File: src/include/sfe_defs.vh
`ifndef SFE_DEFS_VH
`define SFE_DEFS_VH

// Command bytes.
`define SFE_CMD_ERASE_4K 8'h20
`define SFE_CMD_ERASE_32K 8'h52
`define SFE_CMD_ERASE_64K 8'hD8
`define SFE_CMD_ERASE_ALL_A 8'hC7
`define SFE_CMD_ERASE_ALL_B 8'h60
`define SFE_CMD_PAUSE 8'h75
`define SFE_CMD_RESUME 8'h7A
`define SFE_CMD_POWERDOWN 8'hB9
`define SFE_CMD_RELEASE 8'hAB
`define SFE_CMD_WRITE_ENABLE 8'h06
`define SFE_CMD_READ_STATUS 8'h05

// Status byte field positions.
`define SFE_ST_BUSY 0
`define SFE_ST_WEL 1
`define SFE_ST_PAUSED 7

// Region address widths (bits ignored below the region).
`define SFE_SHIFT_4K 12
`define SFE_SHIFT_32K 15
`define SFE_SHIFT_64K 16

// Clock period and times in ns.
`define SFE_CLK_NS 25
`define SFE_RESUME_NS 200
// Resume busy delay, longest time, rounded down.
`define SFE_RESUME_CYC (`SFE_RESUME_NS / `SFE_CLK_NS)

// Default cycle counts (parameters shorten them).
`define SFE_SMALL_ERASE_CYC 32'd2400000
`define SFE_MID_ERASE_CYC 32'd8000000
`define SFE_LARGE_ERASE_CYC 32'd14000000
`define SFE_FULL_ERASE_CYC 32'd1200000000
`define SFE_PAUSE_LAT_CYC 32'd800
`define SFE_PD_ENTRY_CYC 32'd120

`endif

File: src/design/sfe_core.v
`timescale 1ns/1ps
`default_nettype none
`include "sfe_defs.vh"

module sfe_core #(
    parameter [31:0] SMALL_ERASE_CYC = `SFE_SMALL_ERASE_CYC,
    parameter [31:0] MID_ERASE_CYC = `SFE_MID_ERASE_CYC,
    parameter [31:0] LARGE_ERASE_CYC = `SFE_LARGE_ERASE_CYC,
    parameter [31:0] FULL_ERASE_CYC = `SFE_FULL_ERASE_CYC,
    parameter [31:0] PAUSE_LAT_CYC = `SFE_PAUSE_LAT_CYC,
    parameter [31:0] PD_ENTRY_CYC = `SFE_PD_ENTRY_CYC
) (
    // Clock and reset
    input wire i_ref_clk,
    input wire i_srst,
    // Serial link pins
    input wire i_cs_n,
    input wire i_sck,
    input wire i_si,
    output reg o_so,
    output reg o_so_oe,
    // Array erase request
    output reg o_erase_req,
    output reg [1:0] o_erase_size,
    output reg [23:0] o_erase_base,
    // Status view
    output reg o_busy,
    output reg o_write_enable_latch,
    output reg o_paused_op_flag,
    output reg o_powerdown
);

    // ****************************************
    // Constants
    // ****************************************
    localparam [1:0] SZ_4K = 2'd0;
    localparam [1:0] SZ_32K = 2'd1;
    localparam [1:0] SZ_64K = 2'd2;
    localparam [1:0] SZ_ALL = 2'd3;
    localparam [1:0] ST_IDLE = 2'd0;
    localparam [1:0] ST_ERASE = 2'd1;
    localparam [1:0] ST_PAUSE = 2'd2;
    localparam [1:0] ST_RESUME = 2'd3;
    localparam [31:0] RESUME_CYC = (`SFE_RESUME_CYC < 1) ? 32'd1 :
        `SFE_RESUME_CYC;

    function [31:0] erase_len;
        input [1:0] size;
        begin
            case (size)
                SZ_4K: erase_len = SMALL_ERASE_CYC;
                SZ_32K: erase_len = MID_ERASE_CYC;
                SZ_64K: erase_len = LARGE_ERASE_CYC;
                default: erase_len = FULL_ERASE_CYC;
            endcase
        end
    endfunction

    // ****************************************
    // Pin synchronisers and edge detect
    // ****************************************
    reg [1:0] cs_sync;
    reg [1:0] sck_sync;
    reg [1:0] si_sync;
    reg cs_q;
    reg sck_q;
    wire cs_rise = cs_sync[1] & ~cs_q;
    wire sck_rise = sck_sync[1] & ~sck_q & ~cs_sync[1];
    wire sck_fall = ~sck_sync[1] & sck_q & ~cs_sync[1];

    always @(posedge i_ref_clk) begin
        cs_sync <= {cs_sync[0], i_cs_n};
        sck_sync <= {sck_sync[0], i_sck};
        si_sync <= {si_sync[0], i_si};
        cs_q <= cs_sync[1];
        sck_q <= sck_sync[1];
    end

    // ****************************************
    // Frame shifter
    // ****************************************
    reg [2:0] bit_cnt;
    reg [2:0] byte_cnt;
    reg [7:0] shift;
    reg [7:0] opcode;
    reg [23:0] addr;
    wire [7:0] next_byte = {shift[6:0], si_sync[1]};
    wire at_boundary = (bit_cnt == 3'd0);

    always @(posedge i_ref_clk) begin
        if (i_srst || cs_sync[1]) begin
            bit_cnt <= 3'd0;
            byte_cnt <= 3'd0;
            shift <= 8'h00;
            opcode <= 8'h00;
            addr <= 24'h000000;
        end else if (sck_rise) begin
            bit_cnt <= bit_cnt + 3'd1;
            shift <= next_byte;
            if (bit_cnt == 3'd7) begin
                if (byte_cnt != 3'd7)
                    byte_cnt <= byte_cnt + 3'd1;
                if (byte_cnt == 3'd0)
                    opcode <= next_byte;
                else if (byte_cnt < 3'd4)
                    addr <= {addr[15:0], next_byte};
            end
        end
    end

    // ****************************************
    // Command decode at chip select rise
    // ****************************************
    wire one_byte = at_boundary && (byte_cnt == 3'd1);
    wire four_byte = at_boundary && (byte_cnt == 3'd4);
    wire is_sized = (opcode == `SFE_CMD_ERASE_4K) ||
        (opcode == `SFE_CMD_ERASE_32K) || (opcode == `SFE_CMD_ERASE_64K);
    wire is_all = (opcode == `SFE_CMD_ERASE_ALL_A) ||
        (opcode == `SFE_CMD_ERASE_ALL_B);
    wire erase_framed = cs_rise && ((is_sized && four_byte) ||
        (is_all && one_byte));
    wire cmd1 = cs_rise && one_byte;
    reg [1:0] state;
    reg [31:0] cnt;
    reg [1:0] cur_size;
    reg [23:0] cur_base;
    reg pd_pending;

    function [23:0] align;
        input [23:0] a;
        input [1:0] size;
        begin
            case (size)
                SZ_4K: align = {a[23:`SFE_SHIFT_4K], 12'h000};
                SZ_32K: align = {a[23:`SFE_SHIFT_32K], 15'h0000};
                SZ_64K: align = {a[23:`SFE_SHIFT_64K], 16'h0000};
                default: align = 24'h000000;
            endcase
        end
    endfunction

    reg [1:0] dec_size;
    always @* begin
        if (opcode == `SFE_CMD_ERASE_4K)
            dec_size = SZ_4K;
        else if (opcode == `SFE_CMD_ERASE_32K)
            dec_size = SZ_32K;
        else if (opcode == `SFE_CMD_ERASE_64K)
            dec_size = SZ_64K;
        else
            dec_size = SZ_ALL;
    end

    // ****************************************
    // Sequencer
    // ****************************************
    always @(posedge i_ref_clk) begin
        if (i_srst) begin
            state <= ST_IDLE;
            cnt <= 32'd0;
            cur_size <= SZ_4K;
            cur_base <= 24'h000000;
            pd_pending <= 1'b0;
            o_busy <= 1'b0;
            o_write_enable_latch <= 1'b0;
            o_paused_op_flag <= 1'b0;
            o_powerdown <= 1'b0;
            o_erase_req <= 1'b0;
            o_erase_size <= SZ_4K;
            o_erase_base <= 24'h000000;
        end else begin
            o_erase_req <= 1'b0;
            if (o_powerdown) begin
                if (cmd1 && opcode == `SFE_CMD_RELEASE)
                    o_powerdown <= 1'b0;
            end else if (pd_pending) begin
                if (cnt >= PD_ENTRY_CYC - 32'd1) begin
                    pd_pending <= 1'b0;
                    o_powerdown <= 1'b1;
                    cnt <= 32'd0;
                end else begin
                    cnt <= cnt + 32'd1;
                end
            end else begin
                case (state)
                    ST_IDLE: begin
                        if (cmd1 && opcode == `SFE_CMD_WRITE_ENABLE) begin
                            o_write_enable_latch <= 1'b1;
                        end else if (erase_framed && o_write_enable_latch &&
                                !o_paused_op_flag) begin
                            state <= ST_ERASE;
                            o_busy <= 1'b1;
                            o_write_enable_latch <= 1'b0;
                            cnt <= 32'd0;
                            cur_size <= dec_size;
                            cur_base <= align(addr, dec_size);
                        end else if (cmd1 &&
                                opcode == `SFE_CMD_POWERDOWN) begin
                            pd_pending <= 1'b1;
                            cnt <= 32'd0;
                        end
                    end
                    ST_ERASE: begin
                        if (cmd1 && opcode == `SFE_CMD_PAUSE &&
                                cur_size != SZ_ALL) begin
                            o_paused_op_flag <= 1'b1;
                            state <= ST_PAUSE;
                        end else if (cnt >= erase_len(cur_size) - 32'd1) begin
                            state <= ST_IDLE;
                            o_busy <= 1'b0;
                            o_erase_req <= 1'b1;
                            o_erase_size <= cur_size;
                            o_erase_base <= cur_base;
                        end else begin
                            cnt <= cnt + 32'd1;
                        end
                    end
                    ST_PAUSE: begin
                        if (o_busy) begin
                            o_busy <= 1'b0;
                        end else if (cmd1 && opcode == `SFE_CMD_RESUME) begin
                            o_paused_op_flag <= 1'b0;
                            state <= ST_RESUME;
                        end else if (cmd1 &&
                                opcode == `SFE_CMD_WRITE_ENABLE) begin
                            o_write_enable_latch <= 1'b1;
                        end
                    end
                    default: begin
                        o_busy <= 1'b1;
                        state <= ST_ERASE;
                    end
                endcase
            end
        end
    end

    // ****************************************
    // Status read output
    // ****************************************
    reg [7:0] st_shift;
    reg reading;
    always @(posedge i_ref_clk) begin
        if (i_srst || cs_sync[1]) begin
            reading <= 1'b0;
            st_shift <= 8'h00;
            o_so <= 1'b0;
            o_so_oe <= 1'b0;
        end else if (sck_fall) begin
            if (!reading && byte_cnt == 3'd1 && at_boundary &&
                    opcode == `SFE_CMD_READ_STATUS && !o_powerdown) begin
                reading <= 1'b1;
                o_so_oe <= 1'b1;
                o_so <= o_paused_op_flag;
                st_shift <= {o_paused_op_flag, 5'b00000,
                    o_write_enable_latch, o_busy} << 1;
            end else if (reading) begin
                o_so <= st_shift[7];
                st_shift <= {st_shift[6:0], st_shift[7]};
                if (at_boundary)
                    st_shift <= {o_paused_op_flag, 5'b00000,
                        o_write_enable_latch, o_busy} << 1;
                if (at_boundary)
                    o_so <= o_paused_op_flag;
            end
        end
    end

endmodule
`default_nettype wire

File: config.mk
export PLATFORM = sky130hd
export DESIGN_NAME = sfe_core
export DESIGN_NICKNAME = d
export VERILOG_FILES = /design/src/design/sfe_core.v
export VERILOG_INCLUDE_DIRS = /design/src /design/src/include
export SDC_FILE = /design/constraint.sdc
export NUM_CORES = 1
export LEC_CHECK = 0
export BUFFER_PORTS_ARGS = -buffer_cell sky130_fd_sc_hd__clkbuf_2
export CAP_MARGIN = 10
export CORE_UTILIZATION = 40
export CTS_CLUSTER_SIZE = 25
export DETAILED_ROUTE_END_ITERATION = 7
export GPL_TIMING_DRIVEN = 0
export RECOVER_POWER = 50
export SYNTH_ARGS = -nofsm -noshare
export SYNTH_HDL_FRONTEND = slang
export SYNTH_SLANG_ARGS = --single-unit
File: constraint.sdc
create_clock -name i_ref_clk -period 4.1 [get_ports i_ref_clk]
set_input_delay 0.615 -clock i_ref_clk [delete_from_list [all_inputs] [get_ports i_ref_clk]]
set_output_delay 0.615 -clock i_ref_clk [all_outputs]
set_load 0.01 [all_outputs]
# After elaboration in Yosys (flattened, before gate mapping)
# Index checks and enable logic that the tools add are counted.
# Widths: inputs -> output; s select.
[totals]
ff_bits = 155
latchBits = 0
ramBits = 0
mem_bits_ro = 0
output_inout_bits = 33
n_memories = 0
[classes]
addsub = 4
multipliers = 0
div_mod_pow = 0
magnitude_cmp = 3
eq_ne = 37
shifts = 0
n_mux = 57
bitwise_logic = 15
n_reduce_logical = 48
[op_table]
columns = ["operator", "n"]
rows = [
  ["$mux 32", 12],
  ["$pmux 31 s3", 1],
  ["$pmux 24 s3", 1],
  ["$pmux 32 s2", 1],
  ["$add 32x1->32 const B", 1],
  ["$eq 8x7->1 const B", 4],
  ["$eq 8x8->1 const B", 4],
  ["$ge 32x32->1", 1],
  ["$ge 32x7->1 const B", 1],
  ["$sub 32x1->32 const B", 1],
  ["$mux 1", 27],
  ["$mux 8", 3],
  ["$ne 2x2->1 const B", 10],
  ["$logic_and 1x1->1", 18],
  ["$ne 3x3->1 const B", 6],
  ["$reduce_and 6->1", 3],
  ["$eq 8x3->1 const B", 2],
  ["$mux 2", 8],
  ["$reduce_and 7->1", 2],
  ["$not 1->1", 10],
  ["$reduce_and 5->1", 2],
  ["$eq 8x6->1 const B", 1],
  ["$add 3x1->3 const B", 2],
  ["$eq 2x1->1 const B", 3],
  ["other kinds (19)", 40],
]

# Depth between registers and ports, before layout
[depth]
depth_word = 16
ltp_mapped = 13
depth_no_buf = 12

# Least setup slack after synthesis
# Ideal clock, no wire load.
[synth_timing]
kind = "register to register"
start = "register cur_size[0]"
end = "register cnt[17]"
setup_time_ps = 131
t_arrival_ps = 3027
required_time_ps = 3969
path_slack_ps = 942
stages_incl_launch_ff = 14
n_path_buf = 1
cell_sequence = "dfxtp_1 inv_1 ha_1 nor2_1 nand4_1 ha_1 a2111oi_0 o21ai_1 a311oi_1 o21ai_1 o31a_1 buf_2 o311ai_2 o41ai_2"
[synth_between]
elab_chain_cells = 11
[synth_rtl]
columns = ["item", "line_no", "text"]
rows = [
  ["start, declared", "sfe_core.v:125", "reg [1:0] cur_size;"],
  ["start signal, assigned", "sfe_core.v:195", "cur_size <= dec_size;"],
  ["$eq 2x2->1 (tied with other cells)", "sfe_core.v:50", "case (size)"],
  ["$pmux 31 s3", "sfe_core.v:50", ""],
  ["$mux 32", "sfe_core.v:204", "if (cmd1 && opcode == `SFE_CMD_PAUSE &&"],
  ["$mux 32", "sfe_core.v:185", "case (state)"],
  ["$mux 32", "sfe_core.v:176", "end else if (pd_pending) begin"],
  ["$mux 32", "sfe_core.v:173", "if (o_powerdown) begin"],
  ["$mux 32", "sfe_core.v:158", "if (i_srst) begin"],
  ["$sub 32x1->32", "sfe_core.v:208", "end else if (cnt >= erase_len(cur_size) - 32'd1) begin"],
  ["$ge 32x32->1", "sfe_core.v:208", ""],
  ["$ne 3x3->1 (no line)", "--", ""],
  ["$reduce_and 6->1 (no line) (*)", "--", ""],
  ["end signal, assigned", "sfe_core.v:182", "cnt <= cnt + 32'd1;"],
  ["end signal, assigned", "sfe_core.v:215", "cnt <= cnt + 32'd1;"],
  ["end, declared", "sfe_core.v:124", "reg [31:0] cnt;"],
]
# Every way passes the cells marked *; elsewhere a longest branch is shown, timed or not. The select of a mux whose other input is x is not followed.
# A chain may end at the register's enable or synchronous reset.

# Final worst setup path
[layout_timing]
start = "register cur_size[0]"
end = "register cnt[25]"
# The elaborated chain is that of the path after synthesis.

==> metrics.txt <==
Setup Fix Bufs, Post-CTS=0; met1 Resource Use GR=a little over a quarter; clock tree buffer depth=2; multi-input logic area=about 3700 um^2; die area=~17000 um^2; most common cell in the netlist=dfxtp_1; post-synthesis cell count=between 700 and 800; cts hold-fix bufs=0; gr usage total=20.3%; share of cells above drive strength 1=a little over a tenth; unrepaired setup endpoints after global routing=no; worst skew pair latency=roughly 0.42 ns; worst vdd ir=0.345 mV; Tmin final=3.71 ns; maxcap violations=0; I/O pin total=38; final net count=877; Layout Skew=roughly 0.011 ns; Worst Tran Pin Value=roughly 0.77 ns; CTS tree=built; flops & latches, synth=between 100 and 150; die width=between 100 and 150 um; wire per inst=roughly 16 um; Sequential Area=between 2000 and 3000 um^2; Yosys top cell by area=dfxtp_1; initial antenna violation count=0; pwr dens=380 nW/um^2; Worst path max stage delay=0.42 ns; dpl cells=1032; Worst Path Max Fanout=10; post-route insts no fill=1064; most frequent cells after synthesis=131 x dfxtp_1, 108 x nand2_1, 74 x a21oi_1; Via-to-Cell Ratio=~5.5; synthesized area per cell=8.65 um^2; fill cell count=around 1700; leakage=roughly 2.8 nW; cell chain of the critical path=inv_1 -> ha_1 -> nor2_1 -> nand4_1 -> ha_1 -> a2111oi_0 -> o21ai_1 -> a311oi_1 -> o21ai_2 -> o31a_1 -> clkbuf_2 -> o311ai_1 -> o31ai_1; Setup CP Type=flop to flop; Initial Util=between 40% and 50%; sequential element share of the synthesized area=between 30% and 40%; routed vias=between 5000 and 6000; grt met3 use=around 4.2%; worst rel slew slack=48.4%; drt initial violations=around 430; number of global-route vias before repair=roughly 5500; top area cells in the synthesized netlist=dfxtp_1 39%, ha_1 7.6%, nand2_1 6.0%; Synth-to-Final Area Change=14.3%; TritonCTS buffer count=17; gr busiest metal=met2; Final Cycle Share=about nine tenths; post-synth cell types=77; Fmax achieved=270 MHz; Critical Path Source Type=flop; # clock sinks=approximately 130; mapped cell area=around 6700 um^2; final core occ=about 47%; Slew Viols, Final=0; cell mode on critical path=ha_1; WL final=around 17 mm; # diodes=0; global-route wire length before repair=approximately 28 mm; EDFF count, synth=0; # DRC=0; RePlAce Congestion=0.811; Hold Crit Class=primary input to flop; final antenna-violating net count=0; met2 GRT Util=between 30% and 40%; async set or reset register ratio after synthesis=0%; GRT overflow=0; std cell rows=47; CTS resizes=0; worst path arrival time=4.00 ns; Die H=around 130 um; PortBufs=24; Worst EP required=around 4.4 ns; CP max-delay cell=dfxtp_2; DRT Pass-1 Iters=5; status=completed; Final Hold Fails=0; synth warn=0; CTS Root Cell=clkbuf_16; Synth top area share=39.0%; fin area=around 7700 um^2; htree depth=4; core box area=about 16000 um^2; setup TNS=0 ns; Cell Area, Placed=roughly 7200 um^2; Final HPWL DP=between 10 and 15 mm; Final Setup Violations=0; largest net degree at the start of global routing=17; Synth Flop Type=dfxtp_1; critical path endpoint category=flop; clock-pin slew on the worst setup and hold paths=0.06 ns
through the flow:
step                power [mW]  hold WS [ns]  worst slack [ns]
CTS                       2.94         0.277             0.254
global placement          1.49         0.311             0.286
finish                    2.92         0.290             0.394
floorplan                 1.44         0.310             0.942
detailed placement        1.49         0.312             0.285
global route              3.02         0.283            0.0519
logic make-up (layout without fill, tap and decap cells):
kind of cell	Yosys count	in the layout	share of synthesized area, %
and+or+nand+nor	306	306	23.2
xor gates and xnor gates	2	2	0.261
DFF	131	131	39.0
other	2	13	0.112
buffers and inverters	82	138	6.24
muxes	20	20	2.98
adders and majority gates	41	41	7.64
AOI/OAI and AO/OA	193	193	20.5
worst max-delay path: cells and delay by family (launching register included):
kind / cells / cell delay (ns)
AO/OA/AOI/OAI: 7 / 1.91
flip-flops: 1 / 0.42
buffers and inverters: 2 / 0.36
AND/OR/NAND/NOR: 2 / 0.30
adder cells (fa/ha/maj): 2 / 0.60
flip-flops by register name (all words and copies together), names as in the netlist, 2 cells and up:
name	flops
cnt	32
addr	24
cur_base	12
o_erase_base	12
opcode	8
st_shift	8
shift	7
bit_cnt	3
byte_cnt	3
cs_sync	2
cur_size	2
o_erase_size	2
sck_sync	2
si_sync	2
state	2
placed cells by master, fill, tap and decap left out, drive strengths merged, types with 3 or more instances in the layout:
cell type	count
nor4	11
nor3	7
or4	3
nor4b	4
inv	27
or3	11
nor2	59
and2	5
nor2b	9
ha	41
buf	25
o21ai	15
dfxtp	131
o22ai	3
and3	6
o221a	10
o31ai	18
a21oi	75
o21a	3
clkbuf	77
nand4	14
nand2	108
nand3	41
o311ai	29
a211oi	5
a31oi	7
nand3b	6
clkinvlp	4
conb	13
a2111oi	3
nand2b	6
nor3b	3
o41ai	10
clkinv	4
mux2i	20
or2	4
final cells by class:
type | instances | share of cell area, %
clock inverter | 13 | 1.65
inverter | 23 | 1.12
timing repair buffer | 24 | 1.22
sequential | 131 | 34.2
multi-input combinational | 575 | 48.3
clock buffer | 19 | 5.77
tap | 220 | 3.59
buffer | 59 | 4.22
path summary, 6_finish.rpt:
path	from	to	slack, ns	depth (start not counted)
max	cur_size[0]	cnt[25]	0.39	13
min	i_si	si_sync[0]	0.29	1
max reg2reg	cur_size[0]	cnt[25]	0.39	13
min reg2reg	si_sync[0]	si_sync[1]	0.33	0
layer usage:
metal	vias to the layer above	wire (um)
li1	2959	-
met1	2779	8280
met2	130	7650
met3	21	672
met4	0	248
met5	-	0
power by group:
group	switching, mW	total, mW	internal [mW]
combinational	0.119	0.173	0.0534
sequential	0.00860	1.29	1.28
clock	0.597	1.45	0.857
(Power assumes the default switching activity.)
